## src/rtl/usart_regs_consts.svh

```systemverilog
// Register offsets, field positions and reset values of the serial transceiver
`ifndef USART_REGS_CONSTS_SVH
`define USART_REGS_CONSTS_SVH
`define OFF_MODE_CTRL 8'h00
`define OFF_LINE_STATUS 8'h04
`define OFF_IRQ_STATUS 8'h08
`define OFF_IRQ_MASK 8'h0C
`define OFF_RX_HOLDING 8'h18
`define OFF_TX_HOLDING 8'h1C
`define OFF_BAUD_GENERATOR 8'h20
`define OFF_RX_SILENCE_LIMIT 8'h24
`define OFF_TX_CHAR_GAP 8'h28
`define OFF_SMARTCARD_CLOCK_RATIO 8'h40
`define OFF_SMARTCARD_ERROR_COUNT 8'h44
`define OFF_INFRARED_FILTER 8'h4C
`define OFF_MANCHESTER_CONFIG 8'h50
`define POS_MARKER 15
`define POS_BAUD_FRACTION 16
`define POS_TX_PREAMBLE_PATTERN 8
`define POS_TX_MANCHESTER_POLARITY 12
`define POS_RX_PREAMBLE_LEN 16
`define POS_RX_PREAMBLE_PATTERN 24
`define POS_RX_MANCHESTER_POLARITY 28
`define POS_DRIFT 30
`define POS_MANCHESTER_EN 2
`define POS_START_TIMEOUT 3
`define RST_SMARTCARD_CLOCK_RATIO 11'h174
`define RST_MANCHESTER_CONFIG 32'h00000000
`define OVS_ASYNC16 11'h010
`define OVS_ASYNC8 11'h008
`define OVS_SYNC 11'h001
`define DATA_BITS_LAST 8'h07
`define ERROR_COUNT_MAX 8'hFF
`define DRIFT_WINDOW 11'h002
`endif

```

## src/rtl/usart_regs_pkg.sv

```systemverilog
// Types shared by the serial transceiver register block
package usart_regs_pkg;
    typedef enum logic [1:0] {MODE_ASYNC16, MODE_ASYNC8, MODE_SYNC, MODE_SMARTCARD} clock_mode_type;
    typedef enum {TX_IDLE, TX_PRE, TX_START, TX_DATA, TX_STOP, TX_GUARD} tx_state_type;
    typedef enum {RX_IDLE, RX_PRE, RX_START, RX_DATA, RX_STOP} rx_state_type;
endpackage

```

## src/rtl/usart_regs.sv

```systemverilog
// Serial transceiver core: holding registers, baud generator, time-outs, Manchester coding
`timescale 1ns/10ps
`include "usart_regs_consts.svh"

// Summary of operation
// - Receive holding shows last received character
// - Receive marker bit: 0 data, 1 command
// - Written character sends after current one
// - Transmit marker selects data or command sync
// - Divisor zero stops clock; mode sets division
// - Fraction adds eighths to divisor; zero off
// - Silence limit times bit period; zero off
// - Idle gap inserts bit periods between characters
// - Smart-card ratio divides serial clock; zero stops
// - Error counter counts, clears on read
// - Transmit preamble length and pattern select
// - Receive preamble detection, same pattern codes
// - Polarity bit inverts Manchester transition mapping
// - Drift bit resynchronises receiver in 16x mode
// - Infrared filter field drives demodulator filter
// - Receiver ready set until holding register read
module usart_regs
    import usart_regs_pkg::*;
(
    input wire logic sys_clk_i,
    input wire logic rst_n_i,
    input wire logic en_i,
    input wire logic [7:0] addr_i,
    input wire logic [31:0] wr_data_i,
    input wire logic wr_i,
    input wire logic rd_i,
    output logic [31:0] rd_data_o,
    input wire logic rxd_i,
    output logic txd_o,
    output logic [7:0] ir_filter_o,
    output logic irq_o
);
    // Pattern bit expected at a preamble position, shared by both directions
    function automatic logic pre_bit(input logic [1:0] pp, input logic [3:0] idx);
        logic b;
        b = 1'b0;
        case (pp)
            2'h0: b = 1'b1;
            2'h1: b = 1'b0;
            2'h2: b = idx[0];
            default: b = ~idx[0];
        endcase
        return b;
    endfunction

    // Software state
    logic [31:0] mode_ctrl_q, baud_q, man_q, irq_mask_q;
    logic [15:0] rto_q;
    logic [7:0] tg_q, if_q, ner_q, ner_d;
    logic [10:0] ratio_q;
    logic [3:0] irq_st_q, irq_st_d, irq_ev;
    logic [31:0] rd_data_d;
    logic irq_q, txd_q;

    // Bus decode
    wire wr_mode = wr_i && en_i && addr_i == `OFF_MODE_CTRL;
    wire wr_irq_st = wr_i && en_i && addr_i == `OFF_IRQ_STATUS;
    wire wr_thr = wr_i && en_i && addr_i == `OFF_TX_HOLDING;
    wire rd_rhr = rd_i && en_i && addr_i == `OFF_RX_HOLDING;
    wire rd_ner = rd_i && en_i && addr_i == `OFF_SMARTCARD_ERROR_COUNT;
    wire start_to = wr_mode && wr_data_i[`POS_START_TIMEOUT];

    // Configuration fields
    wire clock_mode_type mode = clock_mode_type'(mode_ctrl_q[1:0]);
    wire man_en = mode_ctrl_q[`POS_MANCHESTER_EN];
    wire [15:0] baud_div = baud_q[15:0];
    wire [2:0] baud_frac = baud_q[`POS_BAUD_FRACTION +: 3];
    wire [3:0] tx_preamble_len = man_q[3:0];
    wire [1:0] tx_preamble_pattern = man_q[`POS_TX_PREAMBLE_PATTERN +: 2];
    wire tx_pol = man_q[`POS_TX_MANCHESTER_POLARITY];
    wire [3:0] rx_preamble_len = man_q[`POS_RX_PREAMBLE_LEN +: 4];
    wire [1:0] rx_preamble_pattern = man_q[`POS_RX_PREAMBLE_PATTERN +: 2];
    wire rx_pol = man_q[`POS_RX_MANCHESTER_POLARITY];
    wire drift = man_q[`POS_DRIFT];

    // Oversampling per bit: 16, 8, 1 or the smart-card ratio
    wire [10:0] ovs = (mode == MODE_ASYNC16) ? `OVS_ASYNC16 :
                      (mode == MODE_ASYNC8) ? `OVS_ASYNC8 :
                      (mode == MODE_SYNC) ? `OVS_SYNC : ratio_q;
    wire [10:0] half = ovs >> 1;

    // Baud generator: sample tick every divisor cycles plus fraction carries
    logic [16:0] div_cnt_q;
    logic [2:0] frac_acc_q;
    logic [10:0] samp_cnt_q;
    wire [3:0] frac_sum = {1'b0, frac_acc_q} + {1'b0, baud_frac};
    wire sample_tick = en_i && baud_div != 16'h0000 && div_cnt_q == 17'h00000;
    wire bit_tick = sample_tick && ovs != 11'h000 && samp_cnt_q == ovs - 11'h001;
    wire second_half = samp_cnt_q >= half;

    // Reload adds one cycle whenever the eighths accumulator wraps
    always_ff @(posedge sys_clk_i or negedge rst_n_i) begin
        if (!rst_n_i) begin
            div_cnt_q <= 17'h00000;
            frac_acc_q <= 3'h0;
            samp_cnt_q <= 11'h000;
        end else if (en_i) begin
            if (baud_div == 16'h0000) begin
                div_cnt_q <= 17'h00000;
            end else if (div_cnt_q == 17'h00000) begin
                div_cnt_q <= {1'b0, baud_div} - 17'h00001 + {16'h0000, frac_sum[3]};
                frac_acc_q <= frac_sum[2:0];
                samp_cnt_q <= bit_tick || samp_cnt_q >= ovs ? 11'h000 : samp_cnt_q + 11'h001;
            end else begin
                div_cnt_q <= div_cnt_q - 17'h00001;
            end
        end
    end

    // Transmitter: holding register feeding the shifter
    tx_state_type tx_state_q;
    logic [7:0] hold_q, tx_shift_q, tx_cnt_q;
    logic hold_cmd_q, hold_valid_q, tx_cmd_q;
    wire tx_load = bit_tick && tx_state_q == TX_IDLE && hold_valid_q;

    always_ff @(posedge sys_clk_i or negedge rst_n_i) begin
        if (!rst_n_i) begin
            tx_state_q <= TX_IDLE;
            hold_q <= 8'h00;
            hold_cmd_q <= 1'b0;
            hold_valid_q <= 1'b0;
            tx_shift_q <= 8'h00;
            tx_cmd_q <= 1'b0;
            tx_cnt_q <= 8'h00;
        end else if (en_i) begin
            if (tx_load) begin
                hold_valid_q <= 1'b0;
            end
            // A write in the load cycle refills the holder, so nothing is dropped
            if (wr_thr) begin
                hold_q <= wr_data_i[7:0];
                hold_cmd_q <= wr_data_i[`POS_MARKER];
                hold_valid_q <= 1'b1;
            end
            if (bit_tick) begin
                case (tx_state_q)
                    TX_IDLE: begin
                        if (hold_valid_q) begin
                            tx_shift_q <= hold_q;
                            tx_cmd_q <= hold_cmd_q;
                            tx_cnt_q <= 8'h00;
                            tx_state_q <= (man_en && tx_preamble_len != 4'h0) ? TX_PRE : TX_START;
                        end
                    end
                    TX_PRE: begin
                        tx_cnt_q <= tx_cnt_q + 8'h01;
                        if (tx_cnt_q[3:0] == tx_preamble_len - 4'h1) begin
                            tx_cnt_q <= 8'h00;
                            tx_state_q <= TX_START;
                        end
                    end
                    TX_START: tx_state_q <= TX_DATA;
                    TX_DATA: begin
                        tx_shift_q <= tx_shift_q >> 1;
                        tx_cnt_q <= tx_cnt_q + 8'h01;
                        if (tx_cnt_q == `DATA_BITS_LAST) begin
                            tx_cnt_q <= 8'h00;
                            tx_state_q <= man_en ? (tg_q != 8'h00 ? TX_GUARD : TX_IDLE) : TX_STOP;
                        end
                    end
                    TX_STOP: tx_state_q <= tg_q != 8'h00 ? TX_GUARD : TX_IDLE;
                    TX_GUARD: begin
                        tx_cnt_q <= tx_cnt_q + 8'h01;
                        if (tx_cnt_q >= tg_q - 8'h01) begin
                            tx_state_q <= TX_IDLE;
                        end
                    end
                    default: tx_state_q <= TX_IDLE;
                endcase
            end
        end
    end

    // Line level of the current bit; sync is a marker bit in Manchester, a low start otherwise
    wire tx_bit = (tx_state_q == TX_PRE) ? pre_bit(tx_preamble_pattern, tx_cnt_q[3:0]) :
                  (tx_state_q == TX_START) ? (man_en & tx_cmd_q) :
                  (tx_state_q == TX_DATA) ? tx_shift_q[0] : 1'b1;
    wire tx_coded = tx_state_q == TX_PRE || tx_state_q == TX_START || tx_state_q == TX_DATA;
    wire tx_half = tx_bit ^ tx_pol ^ second_half;
    wire txd_d = (man_en && tx_coded) ? tx_half : tx_bit;

    // Receiver: NRZ frames or Manchester with preamble and marker bit
    rx_state_type rx_state_q;
    logic [10:0] rx_cnt_q;
    logic [7:0] rx_shift_q, rx_char_q, rx_bits_q;
    logic rx_cmd_sh_q, rx_cmd_q, receiver_ready_flag_q, rxd_prev_q;
    wire rx_edge = rxd_i != rxd_prev_q;
    wire rx_fall = rxd_prev_q && !rxd_i;
    wire [10:0] rx_point = man_en ? (ovs >> 2) : half;
    wire rx_mid = sample_tick && rx_cnt_q == rx_point;
    wire rx_bit = man_en ? (rxd_i ^ rx_pol) : rxd_i;
    wire rx_last = rx_bits_q == `DATA_BITS_LAST;
    wire char_done = rx_mid && ((rx_state_q == RX_DATA && rx_last && man_en) || rx_state_q == RX_STOP);
    wire frame_err = rx_mid && rx_state_q == RX_STOP && !rxd_i;
    // Drift window: an edge near mid-bit is a Manchester transition, recentre on it
    wire drift_fix = man_en && drift && mode == MODE_ASYNC16 && rx_edge && rx_state_q != RX_IDLE &&
                     rx_cnt_q >= half - `DRIFT_WINDOW && rx_cnt_q <= half + `DRIFT_WINDOW;

    always_ff @(posedge sys_clk_i or negedge rst_n_i) begin
        if (!rst_n_i) begin
            rx_state_q <= RX_IDLE;
            rx_cnt_q <= 11'h000;
            rx_bits_q <= 8'h00;
            rx_shift_q <= 8'h00;
            rx_cmd_sh_q <= 1'b0;
            rxd_prev_q <= 1'b1;
        end else if (en_i) begin
            rxd_prev_q <= rxd_i;
            if (drift_fix) begin
                rx_cnt_q <= half;
            end else if (sample_tick) begin
                rx_cnt_q <= rx_cnt_q >= ovs - 11'h001 ? 11'h000 : rx_cnt_q + 11'h001;
            end
            case (rx_state_q)
                RX_IDLE: begin
                    if (man_en ? rx_edge : rx_fall) begin
                        rx_cnt_q <= 11'h000;
                        rx_bits_q <= 8'h00;
                        rx_state_q <= (man_en && rx_preamble_len != 4'h0) ? RX_PRE : RX_START;
                    end
                end
                RX_PRE: if (rx_mid) begin
                    rx_bits_q <= rx_bits_q + 8'h01;
                    if (rx_bit != pre_bit(rx_preamble_pattern, rx_bits_q[3:0])) begin
                        rx_state_q <= RX_IDLE;
                    end else if (rx_bits_q[3:0] == rx_preamble_len - 4'h1) begin
                        rx_bits_q <= 8'h00;
                        rx_state_q <= RX_START;
                    end
                end
                RX_START: if (rx_mid) begin
                    rx_cmd_sh_q <= man_en & rx_bit;
                    rx_state_q <= (!man_en && rx_bit) ? RX_IDLE : RX_DATA;
                end
                RX_DATA: if (rx_mid) begin
                    rx_shift_q <= {rx_bit, rx_shift_q[7:1]};
                    rx_bits_q <= rx_bits_q + 8'h01;
                    if (rx_last) begin
                        rx_state_q <= man_en ? RX_IDLE : RX_STOP;
                    end
                end
                RX_STOP: if (rx_mid) rx_state_q <= RX_IDLE;
                default: rx_state_q <= RX_IDLE;
            endcase
        end
    end

    // Captured character and ready flag; a completion beats a read in the same cycle
    wire [7:0] rx_word = man_en ? {rx_bit, rx_shift_q[7:1]} : rx_shift_q;
    always_ff @(posedge sys_clk_i or negedge rst_n_i) begin
        if (!rst_n_i) begin
            rx_char_q <= 8'h00;
            rx_cmd_q <= 1'b0;
            receiver_ready_flag_q <= 1'b0;
        end else if (en_i) begin
            if (char_done) begin
                rx_char_q <= rx_word;
                rx_cmd_q <= rx_cmd_sh_q;
                receiver_ready_flag_q <= 1'b1;
            end else if (rd_rhr) begin
                receiver_ready_flag_q <= 1'b0;
            end
        end
    end

    // Receive time-out in bit periods, armed only by the start command
    logic [15:0] to_cnt_q;
    logic to_run_q, to_flag_q;
    wire to_expire = to_run_q && bit_tick && to_cnt_q == rto_q - 16'h0001;
    always_ff @(posedge sys_clk_i or negedge rst_n_i) begin
        if (!rst_n_i) begin
            to_cnt_q <= 16'h0000;
            to_run_q <= 1'b0;
            to_flag_q <= 1'b0;
        end else if (en_i) begin
            if (start_to) begin
                to_cnt_q <= 16'h0000;
                to_run_q <= rto_q != 16'h0000;
                to_flag_q <= 1'b0;
            end else if (to_expire) begin
                to_run_q <= 1'b0;
                to_flag_q <= 1'b1;
            end else if (to_run_q && bit_tick) begin
                to_cnt_q <= to_cnt_q + 16'h0001;
            end
        end
    end

    // Smart-card error count saturates; an error in the read cycle survives the clear
    wire sc_err = frame_err && mode == MODE_SMARTCARD;
    always_comb begin
        ner_d = rd_ner ? 8'h00 : ner_q;
        if (sc_err && ner_d != `ERROR_COUNT_MAX) begin
            ner_d = ner_d + 8'h01;
        end
    end

    // Sticky events: char received, time-out, framing error, holder emptied
    assign irq_ev = {tx_load, frame_err, to_expire, char_done};
    assign irq_st_d = (irq_st_q & ~(wr_irq_st ? wr_data_i[3:0] : 4'h0)) | irq_ev;

    // Read mux; unmapped offsets read zero
    always_comb begin
        case (addr_i)
            `OFF_MODE_CTRL: rd_data_d = {mode_ctrl_q[31:4], 1'b0, mode_ctrl_q[2:0]};
            `OFF_LINE_STATUS: rd_data_d = {28'h0000000, to_flag_q, tx_state_q != TX_IDLE, !hold_valid_q, receiver_ready_flag_q};
            `OFF_IRQ_STATUS: rd_data_d = {28'h0000000, irq_st_q};
            `OFF_IRQ_MASK: rd_data_d = irq_mask_q;
            `OFF_RX_HOLDING: rd_data_d = {16'h0000, rx_cmd_q, 7'h00, rx_char_q};
            `OFF_BAUD_GENERATOR: rd_data_d = {13'h0000, baud_q[18:0]};
            `OFF_RX_SILENCE_LIMIT: rd_data_d = {16'h0000, rto_q};
            `OFF_TX_CHAR_GAP: rd_data_d = {24'h000000, tg_q};
            `OFF_SMARTCARD_CLOCK_RATIO: rd_data_d = {21'h000000, ratio_q};
            `OFF_SMARTCARD_ERROR_COUNT: rd_data_d = {24'h000000, ner_q};
            `OFF_INFRARED_FILTER: rd_data_d = {24'h000000, if_q};
            `OFF_MANCHESTER_CONFIG: rd_data_d = man_q;
            default: rd_data_d = 32'h00000000;
        endcase
    end

    // Register writes and registered outputs
    always_ff @(posedge sys_clk_i or negedge rst_n_i) begin
        if (!rst_n_i) begin
            mode_ctrl_q <= 32'h00000000;
            baud_q <= 32'h00000000;
            rto_q <= 16'h0000;
            tg_q <= 8'h00;
            ratio_q <= `RST_SMARTCARD_CLOCK_RATIO;
            man_q <= `RST_MANCHESTER_CONFIG;
            if_q <= 8'h00;
            irq_mask_q <= 32'h00000000;
            irq_st_q <= 4'h0;
            ner_q <= 8'h00;
            rd_data_o <= 32'h00000000;
            irq_q <= 1'b0;
            txd_q <= 1'b1;
            ir_filter_o <= 8'h00;
        end else if (en_i) begin
            if (wr_i) begin
                case (addr_i)
                    `OFF_MODE_CTRL: mode_ctrl_q <= {28'h0000000, 1'b0, wr_data_i[2:0]};
                    `OFF_IRQ_MASK: irq_mask_q <= {28'h0000000, wr_data_i[3:0]};
                    `OFF_BAUD_GENERATOR: baud_q <= {13'h0000, wr_data_i[18:0]};
                    `OFF_RX_SILENCE_LIMIT: rto_q <= wr_data_i[15:0];
                    `OFF_TX_CHAR_GAP: tg_q <= wr_data_i[7:0];
                    `OFF_SMARTCARD_CLOCK_RATIO: ratio_q <= wr_data_i[10:0];
                    `OFF_INFRARED_FILTER: if_q <= wr_data_i[7:0];
                    `OFF_MANCHESTER_CONFIG: man_q <= wr_data_i & 32'h530F_130F;
                    default: ;
                endcase
            end
            irq_st_q <= irq_st_d;
            ner_q <= ner_d;
            rd_data_o <= rd_i ? rd_data_d : 32'h00000000;
            irq_q <= |(irq_st_q & irq_mask_q[3:0]);
            txd_q <= txd_d;
            ir_filter_o <= if_q;
        end
    end

    assign irq_o = irq_q;
    assign txd_o = txd_q;
endmodule

```

## config.mk

```make
export PLATFORM = sky130hd
export DESIGN_NAME = usart_regs
export DESIGN_NICKNAME = d
export VERILOG_FILES = /design/src/rtl/usart_regs_pkg.sv /design/src/rtl/usart_regs.sv
export VERILOG_INCLUDE_DIRS = /design/src /design/src/rtl
export SDC_FILE = /design/constraint.sdc
export NUM_CORES = 1
export LEC_CHECK = 0
export BUFFER_PORTS_ARGS = -buffer_cell sky130_fd_sc_hd__buf_2
export CORE_MARGIN = 2
export CORE_UTILIZATION = 60
export DETAILED_ROUTE_END_ITERATION = 10
export GPL_ROUTABILITY_DRIVEN = 0
export PLACE_DENSITY = 0.78
export SLEW_MARGIN = 20
export SYNTH_ARGS = -nofsm -noshare
export SYNTH_HDL_FRONTEND = slang
export SYNTH_SLANG_ARGS = --single-unit
```

## constraint.sdc

```tcl
create_clock -name sys_clk_i -period 6.62 [get_ports sys_clk_i]
set_input_delay 0.331 -clock sys_clk_i [delete_from_list [all_inputs] [get_ports sys_clk_i]]
set_output_delay 0.331 -clock sys_clk_i [all_outputs]
set_load 0.005 [all_outputs]
```

Word level (Yosys, flattened, before mapping)
Cells that the tools add are included.
Widths: inputs -> output; s select.

cells by class
  $add $sub $neg = 17
  multipliers = 0
  div/mod/pow operators = 0
  order comparisons = 6
  equality and inequality tests = 55
  shifts and indexed selects = 0
  multiplexer cells = 72
  bitwise gates (word level) = 12
  reduce and logical (&&, ||, !) cells = 90

operators by type and width
  cell                 number
  $mux 32              14
  $pmux 31 s12         1
  $eq 32x3->1 const B  6
  $pmux 32 s6          1
  $eq 32x2->1 const B  5
  $pmux 32 s5          1
  $mux 11              9
  $logic_not 32->1     3
  $mux 8               12
  $eq 32x1->1 const B  2
  $reduce_bool 32->1   2
  $mux 16              3
  $reduce_and 3->1     12
  $logic_and 1x1->1    35
  $mux 17              2
  $ge 11x11->1         3
  $eq 32x4->1 const B  1
  $eq 8x7->1 const B   4
  $pmux 8 s4           1
  $reduce_bool 16->1   2
  $add 8x1->8 const B  3
  $eq 8x3->1 const B   3
  $eq 8x6->1 const B   3
  $pmux 8 s3           1
  other kinds (57)     123

storage, ports and cells
  bits in registers = 317
  bits in latches = 0
  bits in writable memories = 0
  memory bits (read-only) = 0
  input port bits = 46
  output and inout bits = 42
  logic and storage cells = 288
  memories kept = 0

Depth between registers and ports, before layout
  word-level depth = 14
  gate-level depth with buffers = 21
  depth with buffers taken out = 17

Least setup slack after synthesis
Ideal clock, no wire load.

  path kind = reg-to-reg
  start = reg mode_ctrl_q[0]
  end = reg rx_cnt_q[7]
  setup time = 0.116 ns
  data arrival time = 4.085 ns
  required time = 6.504 ns
  setup slack = 2.419 ns
  cell stages (with the launch flop) = 21
  buffers on the path = 3
  clock period less this slack = 4.201 ns
  cell sequence = dfrtp_1 clkbuf_1 and2_1 clkbuf_1 clkbuf_1 nand2_1 ha_1 nand2b_1 o2111a_1 a31oi_1 nand2b_1 inv_1 ha_1 a21oi_1 nand2_1 a211oi_1 o21ai_0 nand3_1 nand2_1 or4bb_1 o311ai_0

on the way
  cells in the longest elaborated chain, start to end = 11
  elaborated cells between the ends (all ways) = 22
  those cells by class = add/sub (3); order compare (3); eq/ne (2); mux (8); reduce/logical (6)

ends and longest elaborated chain
  what                                                       RTL line           source
  from (decl)                                                usart_regs.sv:52   logic [31:0] mode_ctrl_q, baud_q, man_q, irq_mask_q;
  from (signal assigned)                                     usart_regs.sv:346  `OFF_MODE_CTRL: mode_ctrl_q <= {28'h0000000, 1'b0, wr_data_i[2:0]};
  $eq 2x2->1                                                 usart_regs.sv:84   (mode == MODE_SYNC) ? `OVS_SYNC : ratio_q;
  $mux 11                                                    usart_regs.sv:84
  $mux 11                                                    usart_regs.sv:83   (mode == MODE_ASYNC8) ? `OVS_ASYNC8 :
  $mux 11                                                    usart_regs.sv:82   wire [10:0] ovs = (mode == MODE_ASYNC16) ? `OVS_ASYNC16 :
  $sub 11x1->11 or $sub 10x2->11 (tied branches)             -
  $ge 11x11->1 (on tied branches)                            -
  $mux 11 or $logic_and 1x1->1 (tied branches) (2 in a row)  -
  $mux 11 (*)                                                usart_regs.sv:214  if (drift_fix) begin
  $mux 11                                                    usart_regs.sv:221  if (man_en ? rx_edge : rx_fall) begin
  $mux 11 (*)                                                usart_regs.sv:219  case (rx_state_q)
  to (signal assigned)                                       usart_regs.sv:215  rx_cnt_q <= half;
  to (signal assigned)                                       usart_regs.sv:217  rx_cnt_q <= rx_cnt_q >= ovs - 11'h001 ? 11'h000 : rx_cnt_q + 11'h001;
  to (decl)                                                  usart_regs.sv:189  logic [10:0] rx_cnt_q;

Every way passes the cells marked *; elsewhere a longest branch is shown, timed or not.
A chain may end at the register's enable or synchronous reset.

Worst setup path in the final report
  start = reg mode_ctrl_q[1]
  end = reg rx_cnt_q[7]

The elaborated chain is that of the path after synthesis.

==> flow_metrics.py <==
metrics = {
    "pwr": {
        "leakage_nw": 8.39,
        "clockPowerShare": 0.392,
        "swShare": 0.312,
        "p_per_area_nw_per_um2": 247,
        "seqPwrFrac": 0.399,
        "comb_power_share": 0.208,
        "p_int_w": 0.00306,
        "power_w": 0.00445,
        "irDropWorstVdd_mv": 0.263,
        "power_switching_w": 0.00139,
    },
    "place": {
        "buffer_ports.inserted": 71,
        "hpwl_mm": 31.2,
    },
    "timing": {
        "timing.final.crit_period_ns": 5.36,
        "tightest_slew_ns": 1.11,
        "rsz0062_at_grt": "false",
        "drv_slew": 0,
        "finalClockSkew_ns": 0.0252,
        "finalHoldViolations": 0,
        "setup_viol": 0,
        "fin_setup_tns_ns": 0,
        "finalCritPeriodShare": 0.809,
        "slew_headroom": 0.257,
        "fmax_mhz": 187,
    },
    "clock_network": {
        "ctsResizeCount": 0,
        "insertion_delay_ns": 0.57,
        "cts.sinks": 251,
        "cts_setup_buffers": 0,
        "h-tree-depth": 1,
        "cts_made_buffers": 27,
        "clock_path_buffers": 3,
        "clk_pin_slew_ns": 0.06,
        "root_buffer": "clkbuf_16",
        "ctsHoldBuffers": 7,
        "cts_tree": "yes",
    },
    "synth": {
        "yosys.area.top_type": "dfrtp_1",
        "netlist_top_cells_area": "dfrtp_1 37%, mux2_2 9.9%, ha_1 6.3%, nand2_1 3.5%, xnor2_1 3.0%",
        "syn_area_um2": 16400,
        "synth_warnings": 0,
        "netlist-cell-type-count": 87,
        "syn_avg_cell_area_um2": 9.58,
        "synth_seq_area_share": 0.384,
        "synth_edf_count": 0,
        "ys.flop_type": "dfrtp_1",
        "ys_seq_elements": 251,
        "async_flop_share": 1.00,
        "synthCells": 1711,
        "synth_top_cell_area_share": 0.373,
    },
    "critical_path": {
        "criticalPathCategory": "reg2reg",
        "cp-start-kind": "register",
        "crit_chain": "and2_1, nand2_1, ha_1, nand2b_1, o2111a_1, a31oi_1, nand2b_1, inv_1, ha_1, a21oi_1, nand2_1, a211oi_1, o21ai_0, nand3_1, nand2_1, or4bb_1, o311ai_0",
        "path_max_fanout": 20,
        "cp_slowest_cell": "and2_1",
        "cp-end-kind": "register",
        "max_stage_delay_ns": 0.79,
        "crit_required_ns": 7.06,
        "arrival_ns": 5.80,
        "cpMostUsedCell": "nand2_1",
    },
    "detailed_routing": {
        "vias": 14208,
        "wl_per_cell_um": 21.7,
        "drc": 0,
        "drtIter0Drc": 1453,
        "via_per_inst": 6.77,
        "routed_wl_mm": 45.5,
        "postRouteAntennaNets": 0,
        "firstDrtPassIters": 6,
    },
    "global_route": {
        "grt_max_degree": 138,
        "antenna_found_initial": 0,
        "grtUsageTotal": 0.319,
        "grt_pass1_vias": 13959,
        "gr-total-overflow": 0,
        "grt_first_pass_wirelength_mm": 73.7,
    },
    "floorplanning": {
        "die_area_um2": 28700,
        "die_height_um": 169,
        "initial_utilization": 0.610,
        "die_w_um": 169,
        "core_area_um2": 26900,
        "io_pins": 88,
        "rows": 60,
    },
    "finish": {
        "drive_gt1_frac": 0.175,
        "layout_commonest_cell": "dfrtp_1",
        "nFillCells": 2096,
        "antennaDiodeCount": 0,
        "fin_nets": 1868,
        "area_delta_synth_final_pct": 10.1,
        "final_cell_mix": "244 x dfrtp_1, 153 x nand2_1, 144 x mux2_2",
    },
    "status": {
        "status": "finished, final reports clean",
    },
    "run": {
        "drv_cap": 0,
    },
    "min_path": {
        "hold_path.class": "in2reg",
    },
}
==> metal layers <==
layer | routed length [µm] | GRT usage | up-vias | part of all wire
li1 | - | - | 6443 | -
met1 | 18900 | 0.423 | 6957 | 0.41
met2 | 21100 | 0.524 | 667 | 0.46
met3 | 3530 | 0.0485 | 141 | 0.077
met4 | 1960 | 0.135 | 0 | 0.043
met5 | 0 | 0 | - | 0
==> logic make-up after synthesis <==
| family | after synthesis | synth area share |
|---|---|---|
| muxes | 167 | 0.113 |
| buffers and inverters | 160 | 0.0396 |
| and+or+nand+nor | 567 | 0.183 |
| adders and majority gates | 84 | 0.0646 |
| DFF | 251 | 0.384 |
| other | 1 | 0.000229 |
| xor gates and xnor gates | 90 | 0.0489 |
| AOI/OAI and AO/OA | 391 | 0.167 |
==> power by group through the flow <==
stage / logic (W) / registers (W) / clock network (W)
global route: 0.00104 / 0.00179 / 0.00182
floorplan: 0.000713 / 0.00174 / 0
CTS: 0.000918 / 0.00177 / 0.00176
finish: 0.000928 / 0.00178 / 0.00175
global placement: 0.000875 / 0.00179 / 0
detailed placement: 0.000903 / 0.00180 / 0
==> flip-flops by register name, indices dropped and copies added, names as in the netlist, 11 cells and up <==
register and flops:
ratio_q 11, rx_cnt_q 11, samp_cnt_q 11, man_q 15, baud_q 19, to_cnt_q 16
rto_q 16, div_cnt_q 17, rd_data_o 24
==> through the flow <==
step / area (µm²) / util / hold slack [ns] / setup slack, ns / instances
after floorplan: 16400 / - / 0.0354 / 2.42 / 1718
after global placement: 16900 / 0.629 / 0.453 / 1.72 / 2043
after detailed placement: 16900 / 0.629 / 0.452 / 1.51 / 2043
after CTS: 18000 / 0.670 / 0.00796 / 1.44 / 2100
after global routing: 18000 / 0.671 / 0.0250 / 0.803 / 2100
final: 18000 / 0.671 / 0.0214 / 1.26 / 2100
==> Yosys cell counts, drive strengths merged, types with 31 or more instances <==
cell type / n
mux2: 144
nor2: 89
clkbuf: 79
a21oi: 63
o31ai: 33
dfrtp: 244
ha: 83
nand3: 52
inv: 58
nor3: 39
nand2b: 31
o21ai: 80
nor4: 31
xnor2: 57
xor2: 32
nand2: 153
==> critical path: cells and delay by family, from the launching register on <==
kind | cells | cell delay (ns)
AOI/OAI and AO/OA | 6 | 1.14
adders and majority gates | 2 | 0.62
buffers and inverters | 1 | 0.07
DFF | 1 | 0.77
and+or+nand+nor | 8 | 2.62
==> layout make-up <==
class                   instances  area (µm²)  area share
flip-flops and latches        251        6290       0.349
repair buffers                 92         553      0.0307
well taps                     341         427      0.0237
clock buffers                  31         731      0.0405
inverters                      59         221      0.0123
multi-input cells            1307        9510       0.527
clock inverters                19         303      0.0168
==> worst paths after layout <==
check,to,cells after the start,slack [ns],start
worst max-delay path,rx_cnt_q[7]$_DFFE_PN0P_,17,1.26,mode_ctrl_q[1]$_DFFE_PN0P_
worst min-delay path,man_q[18]$_DFFE_PN0P_,2,0.02,wr_data_i[18]
worst max register to register,rx_cnt_q[7]$_DFFE_PN0P_,17,1.26,mode_ctrl_q[1]$_DFFE_PN0P_
worst min register to register,rd_data_o[16]$_DFFE_PN0P_,1,0.49,rd_data_o[16]$_DFFE_PN0P_
max in group asynchronous,rto_q[5]$_DFFE_PN0P_,3,5.03,rst_n_i
min in group asynchronous,man_q[25]$_DFFE_PN0P_,2,0.39,rst_n_i
No activity file was read; power rests on OpenSTA's default activity.
